`config.mk`:
```
export PLATFORM = sky130hd
export DESIGN_NAME = wkm_matcher
export DESIGN_NICKNAME = d
export VERILOG_FILES = /design/src/rtl/wkm_pkg.sv /design/src/rtl/wkm_matcher.sv /design/src/rtl/wkm_line_filter.sv
export SDC_FILE = /design/constraint.sdc
export NUM_CORES = 1
export LEC_CHECK = 0
export BUFFER_PORTS_ARGS = -buffer_cell sky130_fd_sc_hd__buf_2
export CORE_MARGIN = 5
export CORE_UTILIZATION = 28
export DETAILED_ROUTE_END_ITERATION = 10
export GPL_ROUTABILITY_DRIVEN = 0
export PLACE_DENSITY = 0.4
export SETUP_SLACK_MARGIN = 0.3
export SLEW_MARGIN = 15
export SYNTH_ARGS = -nofsm -noshare
export SYNTH_HDL_FRONTEND = slang
export SYNTH_SLANG_ARGS = --single-unit
```
`constraint.sdc`:
```
create_clock -name core_clk -period 9.3 [get_ports core_clk]
set_clock_uncertainty 0.2 [all_clocks]
set_input_delay 1.86 -clock core_clk [delete_from_list [all_inputs] [get_ports core_clk]]
set_output_delay 1.86 -clock core_clk [all_outputs]
set_load 0.02 [all_outputs]
```
`src/rtl/wkm_pkg.sv`:
```
/*
  Package for the wake-on-key matcher: register offsets, field positions,
  reset values, timing constants, state enumeration and carrier structs.
  Assumes a 125 MHz core clock; link timings are given in nanoseconds.
*/
package wkm_pkg;

  // Register offsets, reset values and bit positions
  localparam logic [7:0] WKM_KEY_CODE_OFS   = 8'h5F;
  localparam logic [7:0] WKM_CLK_CFG_OFS    = 8'hF0;
  localparam logic [7:0] WKM_KEY_CODE_RST   = 8'h00;
  localparam logic [7:0] WKM_CLK_CFG_RST    = 8'h00;
  localparam int         WKM_DISABLE_BIT    = 1;
  localparam int         WKM_MATCH_BIT      = 5;

  // Frame layout
  localparam int         WKM_FRAME_BITS     = 11;
  localparam logic [3:0] WKM_EDGE_START     = 4'h1;
  localparam logic [3:0] WKM_EDGE_PARITY    = 4'hA;
  localparam logic [3:0] WKM_EDGE_STOP      = 4'hB;

  // Timing
  localparam int WKM_CLK_PERIOD_PS = 8000;
  localparam int WKM_IDLE_MIN_NS   = 115000;
  localparam int WKM_IDLE_MAX_NS   = 145000;
  localparam int WKM_SET_MAX_NS    = 100000;
  localparam int WKM_IDLE_MIN_CYC  =
    (WKM_IDLE_MIN_NS * 1000 + WKM_CLK_PERIOD_PS - 1) / WKM_CLK_PERIOD_PS;
  localparam int WKM_IDLE_MAX_CYC  = (WKM_IDLE_MAX_NS * 1000) / WKM_CLK_PERIOD_PS;
  localparam int WKM_GLITCH_CYC    = 4;

  // Matcher states
  typedef enum logic [1:0] {
    WKM_IDLE,
    WKM_ARMED,
    WKM_RECV
  } wkm_state_type;

  // Filtered link lines
  typedef struct packed {
    logic kclk;
    logic kdat;
  } wkm_link_type;

  // Register write request
  typedef struct packed {
    logic       wr;
    logic [7:0] addr;
    logic [7:0] data;
  } wkm_wreq_type;

endpackage

```
`src/rtl/wkm_matcher.sv`:
```
/*
  Wake-on-specific-key matcher: receives keyboard frames, compares the data
  byte with a programmed code, checks start, parity and stop, and raises a
  wake event. Clock gating is stood in for by holding the line filter in
  reset and the receiver idle while the feature is off.
  Assumes a simple byte register port from the runtime block with one-cycle
  read and write strobes on this clock, and a keyboard driving its own clock
  and data lines into this domain, resting high between frames.
*/
`timescale 1ns/1ps
//
// Contract
// - Key code register cleared only on standby reset
// - Match status bit 5, enable bit 5
// - High level is one, low is zero
// - Frame starts at fall after long high
// - Sample every fall; data bit 0 second
// - Compare data with code after ninth fall
// - Accept frame only with odd parity
// - Set match status within 100us of tenth
// - Return idle after 11 clocks, repeat while on
// - Long high mid-frame abandons frame silently
// - Config bit 1 disables matcher, default on
// - Disabled matcher logic stops its clocking; here the filter is held in reset and the receiver held idle
// - Wake event only with enable bit 5
// - Status sets regardless; wake needs both enables
module wkm_matcher
  import wkm_pkg::*;
#(
  parameter int IDLE_MIN_CYC = WKM_IDLE_MIN_CYC,
  parameter int IDLE_MAX_CYC = WKM_IDLE_MAX_CYC,
  parameter int FILT_CYC     = WKM_GLITCH_CYC
) (
  // Clock and standby-supply reset
  core_clk,
  resetn,
  // Keyboard lines
  kbd_clk_in,
  kbd_dat_in,
  // Runtime register port
  reg_wr,
  reg_rd,
  reg_addr,
  reg_wdata,
  reg_rdata,
  // Wake status and enables
  match_sts_clr,
  match_sts,
  match_en,
  global_wake_enable,
  wake_out
);
  input  wire logic       core_clk;
  input  wire logic       resetn;
  input  wire logic       kbd_clk_in;
  input  wire logic       kbd_dat_in;
  input  wire logic       reg_wr;
  input  wire logic       reg_rd;
  input  wire logic [7:0] reg_addr;
  input  wire logic [7:0] reg_wdata;
  output logic      [7:0] reg_rdata;
  input  wire logic       match_sts_clr;
  output logic            match_sts;
  input  wire logic       match_en;
  input  wire logic       global_wake_enable;
  output logic            wake_out;

  // Reset release through two flops
  logic rst_meta_q, rst_n_q;
  always_ff @(posedge core_clk or negedge resetn) begin
    if (!resetn) begin
      rst_meta_q <= 1'b0;
      rst_n_q    <= 1'b0;
    end else begin
      rst_meta_q <= 1'b1;
      rst_n_q    <= rst_meta_q;
    end
  end

  // Enable inputs come from sibling logic on this clock; resync anyway for safety
  logic [1:0] en_meta_q, en_q;
  always_ff @(posedge core_clk or negedge rst_n_q) begin
    if (!rst_n_q) begin
      en_meta_q <= 2'h0;
      en_q      <= 2'h0;
    end else begin
      en_meta_q <= {match_en, global_wake_enable};
      en_q      <= en_meta_q;
    end
  end

  // Offset decode, shared by the write path and the read mux
  function automatic logic hits_ofs(input logic [7:0] addr, input logic [7:0] ofs);
    return addr == ofs;
  endfunction

  // Register file
  wkm_wreq_type wreq;
  logic [7:0]   key_code_q, key_code_d;
  logic [7:0]   clk_cfg_q, clk_cfg_d;
  logic [7:0]   rdata_q, rdata_d;
  logic         feat_off;

  assign wreq     = '{wr: reg_wr, addr: reg_addr, data: reg_wdata};
  assign feat_off = clk_cfg_q[WKM_DISABLE_BIT];

  // Write decode; other offsets are ignored
  always_comb begin
    key_code_d = key_code_q;
    clk_cfg_d  = clk_cfg_q;
    if (wreq.wr && hits_ofs(wreq.addr, WKM_KEY_CODE_OFS)) begin
      key_code_d = wreq.data;
    end else if (wreq.wr && hits_ofs(wreq.addr, WKM_CLK_CFG_OFS)) begin
      clk_cfg_d = wreq.data;
    end
  end

  // Only the standby-supply reset clears the code
  always_ff @(posedge core_clk or negedge rst_n_q) begin
    if (!rst_n_q) begin
      key_code_q <= WKM_KEY_CODE_RST;
      clk_cfg_q  <= WKM_CLK_CFG_RST;
    end else begin
      key_code_q <= key_code_d;
      clk_cfg_q  <= clk_cfg_d;
    end
  end

  // Read mux; registered so the port has no path from the address pins
  always_comb begin
    rdata_d = rdata_q;
    if (reg_rd) begin
      if (hits_ofs(reg_addr, WKM_KEY_CODE_OFS)) begin
        rdata_d = key_code_q;
      end else if (hits_ofs(reg_addr, WKM_CLK_CFG_OFS)) begin
        rdata_d = clk_cfg_q;
      end else begin
        rdata_d = 8'h00; // Unmapped offsets read as zero
      end
    end
  end

  // Read data holds until the next read strobe
  always_ff @(posedge core_clk or negedge rst_n_q) begin
    if (!rst_n_q) begin
      rdata_q <= 8'h00;
    end else begin
      rdata_q <= rdata_d;
    end
  end
  assign reg_rdata = rdata_q;

  // Line filter held in reset while disabled, freezing its toggling
  logic         filt_rst_n;
  wkm_link_type lines;
  // Both terms come from flops, so the derived reset cannot glitch
  assign filt_rst_n = rst_n_q & ~feat_off;

  wkm_line_filter #(
    .FILT_CYC (FILT_CYC)
  ) u_filt (
    .core_clk (core_clk),
    .rst_n    (filt_rst_n),
    .kclk_pin (kbd_clk_in),
    .kdat_pin (kbd_dat_in),
    .lines    (lines)
  );

  // Receiver state
  // Edge counter runs from 1 at the start bit to 11 at the stop bit
  wkm_state_type state_q, state_d;
  logic          kclk_prev_q;
  logic [15:0]   high_cnt_q, high_cnt_d;
  logic [3:0]    edge_cnt_q, edge_cnt_d;
  logic [7:0]    shift_q, shift_d;
  logic          code_eq_q, code_eq_d;
  logic          par_ok_q, par_ok_d;
  logic          start_ok_q, start_ok_d;
  logic          sts_q, sts_d;
  logic          wake_q, wake_d;
  logic          fall, hit;

  // Falling edge of the filtered clock; the previous flop resets to idle high
  assign fall = kclk_prev_q & ~lines.kclk;

  // Frame receive, match and abort logic
  always_comb begin
    state_d    = state_q;
    high_cnt_d = high_cnt_q;
    edge_cnt_d = edge_cnt_q;
    shift_d    = shift_q;
    code_eq_d  = code_eq_q;
    par_ok_d   = par_ok_q;
    start_ok_d = start_ok_q;
    hit        = 1'b0;
    // Measure how long the clock line has stayed high
    // Saturates rather than wrapping, so a long idle never looks short
    if (!lines.kclk) begin
      high_cnt_d = 16'h0000;
    end else if (high_cnt_q != 16'hFFFF) begin
      high_cnt_d = high_cnt_q + 16'h0001;
    end
    case (state_q)
      WKM_IDLE: begin
        // Needs a full idle-high gap before a frame may begin
        edge_cnt_d = 4'h0;
        if (high_cnt_q >= 16'(IDLE_MIN_CYC)) begin
          state_d = WKM_ARMED;
        end
      end
      WKM_ARMED: begin
        if (fall) begin
          state_d    = WKM_RECV; // Start bit captured on this edge
          edge_cnt_d = WKM_EDGE_START;
          start_ok_d = ~lines.kdat; // A high start bit spoils the frame
        end
      end
      WKM_RECV: begin
        if (fall) begin
          edge_cnt_d = edge_cnt_q + 4'h1;
          if (edge_cnt_q < 4'h9) begin
            // Line level taken directly as bit value, LSB first
            shift_d = {lines.kdat, shift_q[7:1]};
          end
          if (edge_cnt_q == 4'h9) begin
            // Byte complete after ninth edge; latch compare
            code_eq_d = (shift_q == key_code_q);
          end
          if (edge_cnt_q + 4'h1 == WKM_EDGE_PARITY) begin
            par_ok_d = ^{shift_q, lines.kdat}; // Odd count of ones
          end
          if (edge_cnt_q + 4'h1 == WKM_EDGE_STOP) begin
            // Stop bit on clock 11; flag set right away, well inside 100us
            hit     = start_ok_q & code_eq_q & par_ok_q & lines.kdat;
            state_d = WKM_IDLE; // Restart detection
          end
        end else if (lines.kclk && high_cnt_q > 16'(IDLE_MAX_CYC)) begin
          // Upper idle bound, so a slow but legal keyboard is not cut off
          state_d = WKM_IDLE; // Stalled frame dropped, no event
        end
      end
      default: state_d = WKM_IDLE;
    endcase
  end

  // Hardware set beats software clear; status ignores global enable
  // A clear that meets a new match loses, so no wake is ever dropped
  always_comb begin
    sts_d = sts_q;
    if (match_sts_clr) begin
      sts_d = 1'b0;
    end
    if (hit) begin
      sts_d = 1'b1;
    end
    // Wake only with both enables
    wake_d = sts_q & en_q[1] & en_q[0] & ~feat_off;
  end

  // Receiver registers; held idle while the feature is off
  always_ff @(posedge core_clk or negedge rst_n_q) begin
    if (!rst_n_q) begin
      state_q     <= WKM_IDLE;
      kclk_prev_q <= 1'b1;
      high_cnt_q  <= 16'h0000;
      edge_cnt_q  <= 4'h0;
      shift_q     <= 8'h00;
      start_ok_q  <= 1'b0;
      code_eq_q   <= 1'b0;
      par_ok_q    <= 1'b0;
    end else if (feat_off) begin
      state_q     <= WKM_IDLE;
      kclk_prev_q <= 1'b1;
      high_cnt_q  <= 16'h0000;
      edge_cnt_q  <= 4'h0;
      shift_q     <= shift_q;
      start_ok_q  <= 1'b0;
      code_eq_q   <= 1'b0;
      par_ok_q    <= 1'b0;
    end else begin
      state_q     <= state_d;
      kclk_prev_q <= lines.kclk;
      high_cnt_q  <= high_cnt_d;
      edge_cnt_q  <= edge_cnt_d;
      shift_q     <= shift_d;
      start_ok_q  <= start_ok_d;
      code_eq_q   <= code_eq_d;
      par_ok_q    <= par_ok_d;
    end
  end

  // Status and wake output registers
  always_ff @(posedge core_clk or negedge rst_n_q) begin
    if (!rst_n_q) begin
      sts_q  <= 1'b0;
      wake_q <= 1'b0;
    end else begin
      sts_q  <= sts_d;
      wake_q <= wake_d;
    end
  end

  assign match_sts = sts_q;
  assign wake_out  = wake_q;

endmodule

```
`src/rtl/wkm_line_filter.sv`:
```
/*
  Synchroniser and glitch filter for the keyboard clock and data lines.
  Assumes asynchronous pin inputs and a synchronously released reset.
*/
`timescale 1ns/1ps
module wkm_line_filter
  import wkm_pkg::*;
#(
  parameter int FILT_CYC = WKM_GLITCH_CYC
) (
  // Clock and reset
  input  wire logic         core_clk,
  input  wire logic         rst_n,
  // Raw pins
  input  wire logic         kclk_pin,
  input  wire logic         kdat_pin,
  // Clean lines
  output wkm_link_type      lines
);

  logic [1:0] meta_q, sync_q;
  logic [1:0] stable_q, stable_d;
  logic [1:0] prev_q;
  logic [7:0] cnt_q [2];
  logic [7:0] cnt_d [2];

  // Two-stage synchroniser; first stage feeds only the second
  always_ff @(posedge core_clk or negedge rst_n) begin
    if (!rst_n) begin
      meta_q <= 2'h3;
      sync_q <= 2'h3;
      prev_q <= 2'h3;
    end else begin
      meta_q <= {kclk_pin, kdat_pin};
      sync_q <= meta_q;
      prev_q <= sync_q;
    end
  end

  // A line must hold steady for FILT_CYC + 2 cycles before it is believed
  genvar g;
  generate
    for (g = 0; g < 2; g++) begin : g_filt
      always_comb begin
        cnt_d[g]    = cnt_q[g];
        stable_d[g] = stable_q[g];
        if (sync_q[g] != prev_q[g]) begin
          cnt_d[g] = 8'h00;
        end else if (cnt_q[g] < 8'(FILT_CYC)) begin
          cnt_d[g] = cnt_q[g] + 8'h01;
        end else begin
          stable_d[g] = sync_q[g];
        end
      end
      always_ff @(posedge core_clk or negedge rst_n) begin
        if (!rst_n) begin
          cnt_q[g]    <= 8'h00;
          stable_q[g] <= 1'b1;
        end else begin
          cnt_q[g]    <= cnt_d[g];
          stable_q[g] <= stable_d[g];
        end
      end
    end
  endgenerate

  assign lines.kclk = stable_q[1];
  assign lines.kdat = stable_q[0];

endmodule

```
# After elaboration in Yosys (flattened, before gate mapping)
# Index checks and enable logic that the tools add are counted.
# classes
add_sub_neg,4
n_bitwise,16
n_reduce_logical,23
n_mux,37
n_eq_ne,17
magnitude_cmp,5
# op_table
op,n
two-way mux 16 bit,3
two-way mux 8 bit,6
two-way mux 1 bit,17
"adder 16 x 1 -> 16 bit, second input constant",1
"adder 8 x 1 -> 8 bit, second input constant",2
">= comparator 16 x 14 -> 1 bit, second input constant",1
"greater-than comparator 16 x 15 -> 1 bit, second input constant",1
"< comparator 8 x 3 -> 1 bit, second input constant",2
"!= test 16 bit, second input constant",1
nonzero test 2 bit,8
"== test 4 bit, second input constant",3
two-way mux 2 bit,6
two-way mux 4 bit,3
"!= test 3 bit, second input constant",4
one-hot mux 4 bit (3 select lines),1
AND reduction 3 bit,3
XOR reduction 9 bit,1
bitwise AND 1 bit,8
"== test 8 x 7 -> 1 bit, second input constant",1
== test 8 bit,1
"== test 8 bit, second input constant",1
"!= test 4 bit, second input constant",2
inverter 1 bit,8
AND reduction 2 bit,4
10 further kinds,14
# word_totals
input_bits,25
out_inout_bits,10
word_cells,126
reg_bits,90

# Logic depth before layout (Yosys ltp)
# Gate-level depths: netlist of run 1.
# logic_depth
word_depth,7
depth_mapped,7
mapped_depth_nobuf,7

# Modules after synthesis
# From an unflattened synthesis of run 1, not the netlist that was laid out.
# hier_totals
hier_cells,386
hier_area_um2,4355.4
# modules_own_cells
module,instances,seq_area_each_um2,cells_each,area_each_um2
wkm_matcher,1,1652.8,316,3414.5
wkm_line_filter,1,610.6,70,940.9

# Worst setup path after synthesis of run 1
# No wires, ideal clock.
# synth_path
path_kind,input to register
start,in reg_addr[2]
end,reg key_code_q[0]
slack_ns,6.065
setup_ns,0.125
n_path_buf,0
required_ns,8.975
arrival_ns,2.910
cell_stages,4
path_cell_list,nand4_1 > or3_1 > nor2_2 > mux2_2
# synth_between
elab_chain_len,2
# synth_lines
item,line_no,rtl
start: declaration,wkm_matcher.sv:59,input wire logic [7:0] reg_addr;
== test 8 x 7 -> 1 bit,wkm_matcher.sv:94,return addr == ofs;
logical AND 1 bit,wkm_matcher.sv:111,"if (wreq.wr && hits_ofs(wreq.addr, WKM_KEY_CODE_OFS)) begin"
end signal: assignment,wkm_matcher.sv:124,key_code_q <= key_code_d;
end: declaration,wkm_matcher.sv:99,"logic [7:0] key_code_q, key_code_d;"
# Every way passes these cells.
# A chain may end at the register's enable or synchronous reset.

# Final worst setup path of run 1
# layout_path
start,in reg_addr[1]
end,reg clk_cfg_q[1]
# layout_between
elab_chain_len,4
word_cells_on_any_way,6
cone_classes,eq/ne: 2; bitwise: 1; reduce/logical: 3
# layout_lines
item,line_no,rtl
== test 8 x 7 -> 1 bit,wkm_matcher.sv:94,
logical AND 1 bit,wkm_matcher.sv:111,
inverter 1 bit (no line),n/a,
AND reduction 2 bit (no line) *,n/a,
end signal: assignment,wkm_matcher.sv:125,clk_cfg_q <= clk_cfg_d;
end: declaration,wkm_matcher.sv:100,"logic [7:0] clk_cfg_q, clk_cfg_d;"
# Every way passes the cells marked *; elsewhere a longest branch is shown, timed or not.

==> impl_metrics.yaml, run 1 <==
route:
  post_drt_wl_per_cell_um: 14.6
  routed-via-count: 2863
  remaining_drc_errors: 0
  wl_um: 8920
  via_per_inst: 4.70
  ant_nets: 0
  firstDrtPassIters: 5
  drt_iter0_drc: 100
sta:
  holdWs_ns: 0.149
  post-route-min-period_ns: 3.13
  maxSlewViolCount: 0
  rsz0062_at_grt: "false"
  fin_crit_sh_pct: 33.7
  finalHoldViolCount: 0
  tns_ns: 0
  max_clock_freq_ghz: 0.319
  worst_slew_pin_slew_ns: 0.846
  setup_viol: 0
  setup_slack_ns: 6.17
  relSlewSlack_pct: 43.6
synthesis:
  synthFlopType: "dfrtp_1"
  synth_cells: 378
  synth-seq-cells: 90
  avgSynthCellArea_sq_um: 11.3
  yosys_warnings: 0
  synth_edf_count: 0
  asyncSetResetFlopFracSynth_pct: 100
  seq_area_frac_synth_pct: 53.0
  synth_cell_types: 60
  synth_fp_nets: 416
  synthesis.area_sq_um: 4270
pwr:
  combPwrFrac_pct: 19.5
  clkPwrFrac_pct: 35.6
  p_switching_mw: 0.327
  vdd_drop_max_mv: 0.102
  p_int_mw: 0.750
  power.share.sequential_pct: 44.9
  total_power_mw: 1.08
  p_leak_nw: 2.27
  power.density_nw_per_um2: 217
  swShare_pct: 30.4
worst_setup_path:
  crit_type: "in2reg"
  cp-end-kind: "flop"
  required_ns: 9.33
  arrival_ns: 3.16
  crit_path_start_kind: "input pin"
  critPathMaxFanout: 8
  crit_start: "reg_addr[1]"
  r2r-start: "kclk_prev_q"
global_routing:
  grt_first_pass_wirelength_um: 15300
  antenna_found_initial: 0
  grt_max_degree: 66
  grt_usage_pct: 10.8
  grt-ovfl-total: 0
  grt_pass1_vias: 2985
placed_design:
  io_buffers: 34
  dp_slack_ns: 5.75
  dp_hpwl_um: 6220
  placed_cells: 593
  place_area_sq_um: 4640
cts:
  clock_sinks: 90
  htreeDepth: 3
  post_cts_resized: 0
  clk_path_buf_depth: 2
  cts_tree: "built"
  cts_root_buf: "clkbuf_16"
  post-cts-setup-buffers: 0
  worstSkewPairLatency_ns: 0.35
  postCtsHoldBufs: 0
  clk_pin_slew_ns: 0.07
  cts_buffers: 9
floorplan:
  dieArea_sq_um: 17800
  placeableCoreArea_sq_um: 15100
  die_h_um: 133
  rows: 45
  start_util_pct: 28.3
  num_io_pins: 35
  die_w_um: 133
run_status:
  outcome: "finished clean"
layout:
  final_common_cell: "dfrtp_1"
  final_cell_mix: "80 x dfrtp_1, 39 x nor2_1, 34 x buf_2"
  fin_util_pct: 32.8
  diodes: 0
  finalNetCount: 454
  drive_gt1_share_pct: 24.7
  finalNonFillerCells: 609
  finalInstanceArea_sq_um: 4950
  fillers: 1519
  multi_input_area_sq_um: 1920
  area_growth_pct: 16.1
  register_area_sq_um: 2260
job:
  maxCapViolations: 0
worst_hold_path:
  hold_path_class: "reg2reg"
  hold_start: "en_meta_q[1]"
[Yosys cell counts, types with 5 or more instances]
master     number  area share [%]
a21oi_1        20             2.3
a22oi_1         8             1.4
and2_1         10             1.5
clkbuf_1        6            0.53
dfrtp_1        81              47
dfstp_2         9             5.5
ha_1           13             3.8
inv_1          10            0.88
mux2_2         24             6.3
nand2_1        18             1.6
nand3_1        13             1.5
nor2_1         39             3.4
o2111ai_1       5             1.0
o211ai_1        5            0.88
o21ai_0        15             1.8
xnor2_1        19             3.9
xor2_1         11             2.3
[power groups by stage]
stage	registers [mW]	clock network, mW	logic [mW]
final	0.484	0.384	0.210
after global routing	0.490	0.413	0.245
after CTS	0.484	0.398	0.214
after detailed placement	0.491	0	0.212
after global placement	0.491	0	0.211
after floorplan	0.483	0	0.165
[routing by layer]
metal	wire [um]	vias up	track usage, %	share of wire, %
li1	-	1417	-	-
met1	4360	1379	14.7	49
met2	4040	54	16.4	45
met3	314	13	2.04	3.5
met4	196	0	5.26	2.2
met5	0	-	0	0
[kinds of logic after synthesis]
kind of cell    count (synthesis)  share of synthesized area [%]
mux                            28                           7.27
xor+xnor                       31                           6.68
compound gates                 73                           11.6
fa+ha+maj                      13                           3.81
flops                          90                           53.0
buf+inv                        19                           2.02
simple gates                  123                           15.5
other cells                     1                         0.0878
[flip-flops by register name, indices dropped and copies added (netlist names)]
register and cells:
state_q 2, en_meta_q 2, u_filt.cnt_q 16, rst_n_q 1
match_sts 1, shift_q 8, u_filt.lines 2, u_filt.sync_q 2
rst_meta_q 1, start_ok_q 1, key_code_q 8, kclk_prev_q 1
par_ok_q 1, edge_cnt_q 4, u_filt.meta_q 2, en_q 2
u_filt.prev_q 2, code_eq_q 1, reg_rdata 8, high_cnt_q 16
clk_cfg_q 8, wake_out 1
[cell type report]
type                            instances  area share [%]
Timing Repair Buffer                   36            3.74
Clock inverter                          6            1.44
Multi-Input combinational cell        269            38.8
Clock buffer                           10            4.82
Tap cell                              188            4.75
Sequential cell                        90            45.7
Inverter                               10           0.758
[worst paths after layout]
path,endpoint,slack (ns),cells past startpoint
max,clk_cfg_q[1],6.17,5
min,en_q[1],0.15,0
max reg2reg,shift_q[2],6.98,4
min reg2reg,en_q[1],0.15,0
max in group asynchronous,u_filt.lines[0],7.62,3
min in group asynchronous,en_q[1],0.25,1
[worst max-delay path: stages]
cell and delay [ns]:
buf_2 0.10, nor4_1 0.26, nand3_1 0.14, nor2_2 0.41, mux2_2 0.39
No activity file was read; power rests on OpenSTA's default activity.
==> run 2, diff against run 1 <==
--- a/config.mk
+++ b/config.mk
@@ -5,12 +5,13 @@
 export SDC_FILE = /design/constraint.sdc
 export NUM_CORES = 1
 export LEC_CHECK = 0
+export ABC_AREA = 1
 export BUFFER_PORTS_ARGS = -buffer_cell sky130_fd_sc_hd__buf_2
 export CORE_MARGIN = 5
 export CORE_UTILIZATION = 28
 export DETAILED_ROUTE_END_ITERATION = 10
 export GPL_ROUTABILITY_DRIVEN = 0
-export PLACE_DENSITY = 0.4
+export PLACE_DENSITY = 0.42
 export SETUP_SLACK_MARGIN = 0.3
 export SLEW_MARGIN = 15
 export SYNTH_ARGS = -nofsm -noshare
==> constraint.sdc (replaced) <==
create_clock -name core_clk -period 2.6 [get_ports core_clk]
set_clock_uncertainty 0.2 [all_clocks]
set_input_delay 0.52 -clock core_clk [delete_from_list [all_inputs] [get_ports core_clk]]
set_output_delay 0.52 -clock core_clk [all_outputs]
set_load 0.02 [all_outputs]
==> impl_metrics.yaml, run 2 <==
run_status:
  outcome: "finished clean"
sta:
  fin_crit_sh_pct: 79.5
  worst_slew_pin_slew_ns: 0.542
  setup_viol: 0
  rsz0062_at_grt: "false"
  finalHoldViolCount: 0
  post-route-min-period_ns: 2.07
  max_clock_freq_ghz: 0.484
  setup_slack_ns: 0.532
  tns_ns: 0
  relSlewSlack_pct: 63.7
  maxSlewViolCount: 0
worst_setup_path:
  arrival_ns: 2.14
  crit_start: "high_cnt_q[0]"
  r2r-start: "high_cnt_q[0]"
  required_ns: 2.67
  crit_type: "reg2reg"
  critPathMaxFanout: 14
  crit_path_start_kind: "flop"
  cp-end-kind: "flop"
synthesis:
  synth_adder_area_share_pct: 3.65
  synth-simple-area-share_pct: 28.0
  synth_area_leaders: "dfrtp_1 45%, nand2_1 14%, inv_1 6.4%"
  synth_top_area_cell: "dfrtp_1"
  synth_top_family_by_area: "simple AND/OR/NAND/NOR gates"
  synth_cells: 557
  yosys_warnings: 0
  synth_fp_nets: 595
  synth_cell_types: 38
  synth_compound_area_share_pct: 8.37
  asyncSetResetFlopFracSynth_pct: 100
  synth-xor-area-share_pct: 1.57
  seq_area_frac_synth_pct: 50.8
  avgSynthCellArea_sq_um: 8.00
  synthTopCellsByCount: "172 x nand2_1, 81 x dfrtp_1, 76 x inv_1, 58 x nor2_1, 39 x o21ai_0"
  synth_edf_count: 0
  synth-seq-cells: 90
  synthFlopType: "dfrtp_1"
  synth.most_common_cell: "nand2_1"
  yosys.area.top_type_share_pct: 45.5
  muxShareOfSynthArea_pct: 0
  synthesis.area_sq_um: 4460
route:
  remaining_drc_errors: 0
  firstDrtPassIters: 4
  via_per_inst: 4.37
  drt_iter0_drc: 200
  ant_nets: 0
  routed-via-count: 3600
  wl_um: 10100
  post_drt_wl_per_cell_um: 12.3
floorplan:
  rows: 46
  start_util_pct: 28.3
  placeableCoreArea_sq_um: 15800
  num_io_pins: 35
  die_w_um: 136
  dieArea_sq_um: 18500
  die_h_um: 136
global_routing:
  grt_usage_pct: 11.7
  grt_max_degree: 48
  grt_first_pass_wirelength_um: 17400
  grt_pass1_vias: 3604
  antenna_found_initial: 0
  grt-ovfl-total: 0
layout:
  top_regs: "high_cnt_q: 16 flops, u_filt.cnt_q: 16 flops"
  final_common_cell: "nand2_1"
  final_cell_mix: "172 x nand2_1, 80 x dfrtp_1, 76 x inv_1"
  drive_gt1_share_pct: 14.0
  area_growth_pct: 18.2
  finalNetCount: 641
  fillers: 1685
  diodes: 0
cts:
  cts_buffers: 9
  cts_tree: "built"
  cts_root_buf: "clkbuf_16"
  htreeDepth: 3
  clk_pin_slew_ns: 0.07
  worstSkewPairLatency_ns: 0.35
  clk_path_buf_depth: 2
  post_cts_resized: 0
  clock_sinks: 90
pwr:
  p_leak_nw: 2.61
  p_int_mw: 2.65
  p_switching_mw: 1.13
  vdd_drop_max_mv: 0.401
  power.share.sequential_pct: 43.6
  power.density_nw_per_um2: 719
  combPwrFrac_pct: 18.1
  swShare_pct: 30.0
  clkPwrFrac_pct: 38.3
job:
  maxCapViolations: 0
worst_hold_path:
  hold_path_class: "reg2async"
placed_design:
  dp_hpwl_um: 7310
  dp_slack_ns: 0.484
  io_buffers: 34
-- run 2: cell count changes in the layout (fill, tap and decap cells not counted), sizes merged, moves of 6 or more --
cell	before	now
nor3	2	8
xor2	11	4
xnor2	19	4
nand2	18	175
inv	13	79
mux2	24	0
o21ai	15	42
a21oi	20	11
and2	12	0
a22oi	8	1
nand4	5	11
nor2	42	60
nand3	13	34
-- run 2: layout make-up --
cell class              count  area, sq um  share of cell area, %
multi-input cells         381         1860                   35.4
well taps                 216          270                   5.13
clock buffers              10          239                   4.54
repair buffers             42          245                   4.66
inverters                  79          297                   5.63
flip-flops and latches     90         2260                   43.0
clock inverters             6         88.8                   1.69
-- run 2: worst paths after layout --
| path | end | cells after the start | slack, ns |
|---|---|---|---|
| worst max-delay path | high_cnt_q[4] | 9 | 0.53 |
| worst min-delay path | match_sts | 0 | 0.03 |
| worst max register to register | high_cnt_q[4] | 9 | 0.53 |
| worst min register to register | match_sts | 0 | 0.03 |
| max in group asynchronous | u_filt.lines[1] | 3 | 1.33 |
| min in group core_clk | u_filt.meta_q[0] | 1 | 0.06 |
-- run 2: kinds of logic (layout without fill, tap and decap cells) --
kind of cell             count (synthesis)  after routing
AO/OA/AOI/OAI                           64             64
XOR/XNOR                                 8              8
adder cells (fa/ha/maj)                 13             13
buffers and inverters                   86            137
AND/OR/NAND/NOR                        295            295
flip-flops                              90             90
other                                    1              1
-- run 2: repair_timing --
| action | in CTS | in global routing |
|---|---|---|
| endpoints found under the hold margin | 2 | 0 |
| hold buffers | 1 | 0 |
| setup endpoints to repair | 0 | 1 |
| buffers inserted | 0 | 3 |
-- run 2: worst max-delay path, cell delays in order, from the launching register on --
cell	delay, ns
dfrtp_1	0.39
ha_1	0.23
nand2_2	0.11
nor3_4	0.30
nand2_4	0.09
nor2_4	0.11
nand2_2	0.21
nand2_1	0.13
nand2_1	0.07
a21oi_1	0.14
-- run 2: power by group through the flow --
stage / clock [mW] / sequential [mW] / combinational, mW
floorplan: 0 / 1.65 / 0.531
global placement: 0 / 1.67 / 0.689
detailed placement: 0 / 1.67 / 0.697
CTS: 1.50 / 1.65 / 0.702
global route: 1.55 / 1.67 / 0.814
finish: 1.45 / 1.65 / 0.687
-- run 2: stage by stage --
stage / hold slack, ns / cells / utilization [%] / total power, mW / cell area [sq um]
floorplan: 0.0244 / 557 / - / 2.18 / 4460
global placement: 0.0359 / 804 / 31.1 / 2.36 / 4910
detailed placement: 0.0492 / 804 / 31.1 / 2.37 / 4910
CTS: 0.0471 / 821 / 33.3 / 3.85 / 5240
global route: 0.0435 / 824 / 33.4 / 4.03 / 5270
finish: 0.0311 / 824 / 33.4 / 3.78 / 5270
-- run 2: metal layers --
layer | up-vias | wire, um | track usage, %
li1 | 1847 | - | -
met1 | 1692 | 4930 | 15.5
met2 | 46 | 4670 | 18.5
met3 | 15 | 305 | 2.48
met4 | 0 | 220 | 5.21
met5 | - | 0 | 0
==> run 3, diff against run 2 <==
--- a/config.mk
+++ b/config.mk
@@ -11,7 +11,7 @@
 export CORE_UTILIZATION = 28
 export DETAILED_ROUTE_END_ITERATION = 10
 export GPL_ROUTABILITY_DRIVEN = 0
-export PLACE_DENSITY = 0.42
+export PLACE_DENSITY = 0.4
 export SETUP_SLACK_MARGIN = 0.3
 export SLEW_MARGIN = 15
 export SYNTH_ARGS = -nofsm -noshare
==> constraint.sdc (replaced) <==
create_clock -name core_clk -period 2.1 [get_ports core_clk]
set_clock_uncertainty 0.2 [all_clocks]
set_input_delay 0.42 -clock core_clk [delete_from_list [all_inputs] [get_ports core_clk]]
set_output_delay 0.42 -clock core_clk [all_outputs]
set_load 0.02 [all_outputs]
==> impl_metrics.yaml, run 3 (synthesis gave the netlist of run 2 again) <==
cts:
  worstSkewPairLatency_ns: 0.35
  clk_pin_slew_ns: 0.07
  cts_buffers: 9
  cts_root_buf: "clkbuf_16"
  htreeDepth: 3
  clk_path_buf_depth: 2
  clock_sinks: 90
  cts_tree: "built"
layout:
  multi_input_area_sq_um: 2070
  finalNetCount: 672
  finalNonFillerCells: 855
  drive_gt1_share_pct: 24.7
  final_common_cell: "nand2_1"
  final_cell_mix: "165 x nand2_1, 75 x dfrtp_1, 68 x inv_1"
  register_area_sq_um: 2270
  fillers: 1655
  top_regs: "high_cnt_q: 16 flops, u_filt.cnt_q: 16 flops"
  fin_util_pct: 36.2
  finalInstanceArea_sq_um: 5700
  diodes: 0
  area_growth_pct: 28.0
sta:
  relSlewSlack_pct: 55.3
  setup_viol: 0
  post-route-min-period_ns: 1.77
  tns_ns: 0
  maxSlewViolCount: 0
  fin_crit_sh_pct: 84.4
  rsz0062_at_grt: "true"
  worst_slew_pin_slew_ns: 0.669
  max_clock_freq_ghz: 0.564
  finalHoldViolCount: 0
worst_setup_path:
  r2r_end: "state_q[1]"
  crit_path_start_kind: "flop"
  cp_cell_sequence: "nor2_1, nand2_1, nor2_1, a21oi_1, nand2_2, nand2_2, nand3_1, nand2_1"
  cpMaxStageDelayCell: "dfrtp_1"
  r2r-start: "high_cnt_q[5]"
  max_stage_delay_ns: 0.46
  path_delay_family: "simple AND/OR/NAND/NOR gates"
  r2r_cells: 8
  required_ns: 2.14
  critPathMaxFanout: 6
  arrival_ns: 1.81
  r2r_setup_slack_ns: 0.33
  worst-path-buf-inv: 0
  crit_type: "reg2reg"
  cp-end-kind: "flop"
route:
  post_drt_wl_per_cell_um: 12.7
  wl_um: 10800
  ant_nets: 0
  drt_iter0_drc: 195
  firstDrtPassIters: 4
  remaining_drc_errors: 0
  routed-via-count: 3772
  via_per_inst: 4.41
job:
  maxCapViolations: 0
run_status:
  outcome: "finished clean"
global_routing:
  grt_max_degree: 65
  grt_usage_pct: 12.2
  antenna_found_initial: 0
  grt_pass1_vias: 3604
  grt-ovfl-total: 0
  grt_first_pass_wirelength_um: 17900
floorplan:
  dieArea_sq_um: 18500
  rows: 46
  start_util_pct: 28.3
  placeableCoreArea_sq_um: 15800
  num_io_pins: 35
  die_h_um: 136
  die_w_um: 136
worst_hold_path:
  min_path_cells: 2
  hold_path_class: "in2reg"
  min_to: "match_sts"
  hold_start: "match_sts_clr"
placed_design:
  placed_cells: 814
  io_buffers: 34
  dp_hpwl_um: 7550
  place_area_sq_um: 4990
pwr:
  vdd_drop_max_mv: 0.678
  p_leak_nw: 2.76
  power.density_nw_per_um2: 858
run 3: report_power, final:
part / total [mW] / switching, mW / internal, mW
clock network: 1.55 / 0.734 / 0.818
logic: 1.29 / 0.733 / 0.558
registers: 2.05 / 0.148 / 1.90
total: 4.89 / 1.61 / 3.28
run 3: worst max-delay path by stage:
| stage | slack [ns] | to | depth (start not counted) | startpoint |
|---|---|---|---|---|
| final | 0.33 | state_q[1] | 8 | high_cnt_q[5] |
| after global placement | 0.19 | state_q[1] | 9 | edge_cnt_q[0] |
| after detailed placement | 0.14 | high_cnt_q[8] | 8 | high_cnt_q[0] |
| after floorplan | 0.33 | high_cnt_q[0] | 9 | high_cnt_q[0] |
| after global routing | 0.25 | state_q[1] | 8 | high_cnt_q[5] |
| after CTS | 0.26 | high_cnt_q[5] | 10 | high_cnt_q[1] |
run 3: timing repair:
item / in CTS / in global routing
pin swaps: 5 / 11
buffers inserted: 7 / 12
hold buffers: 5 / 0
setup endpoints to repair: 27 / 31
cloned: 0 / 1
hold endpoints to repair: 6 / 0
resized for setup: 16 / 49
run 3: through the flow:
| stage | hold WS [ns] | setup slack (ns) | total power, mW |
|---|---|---|---|
| floorplan | -0.0756 | 0.327 | 2.70 |
| global placement | 0.00550 | 0.194 | 2.97 |
| detailed placement | 0.00799 | 0.145 | 2.98 |
| CTS | 0.0659 | 0.258 | 4.63 |
| global route | 0.0747 | 0.248 | 5.24 |
| finish | 0.0749 | 0.327 | 4.89 |
run 3: worst reg2reg max path: stages (launching register included):
cell and delay [ns]:
dfrtp_1 0.46, nor2_1 0.23, nand2_1 0.09, nor2_1 0.26
a21oi_1 0.13, nand2_2 0.09, nand2_2 0.07, nand3_1 0.09
nand2_1 0.06
run 3: final cells by class:
cell class / count / share of cell area [%]
repair inverters: 1 / 0.132
flip-flops and latches: 90 / 39.9
clock buffers: 10 / 4.01
repair buffers: 72 / 8.78
multi-input cells: 381 / 36.3
clock inverters: 6 / 0.878
well taps: 216 / 4.74
inverters: 79 / 5.27
run 3: metal layers:
metal	track usage, %	vias up	part of all wire, %
met5	0	-	0
met4	4.09	0	1.5
met3	3.18	12	3.4
met2	19.1	49	48
met1	16.5	1790	47
li1	-	1921	-
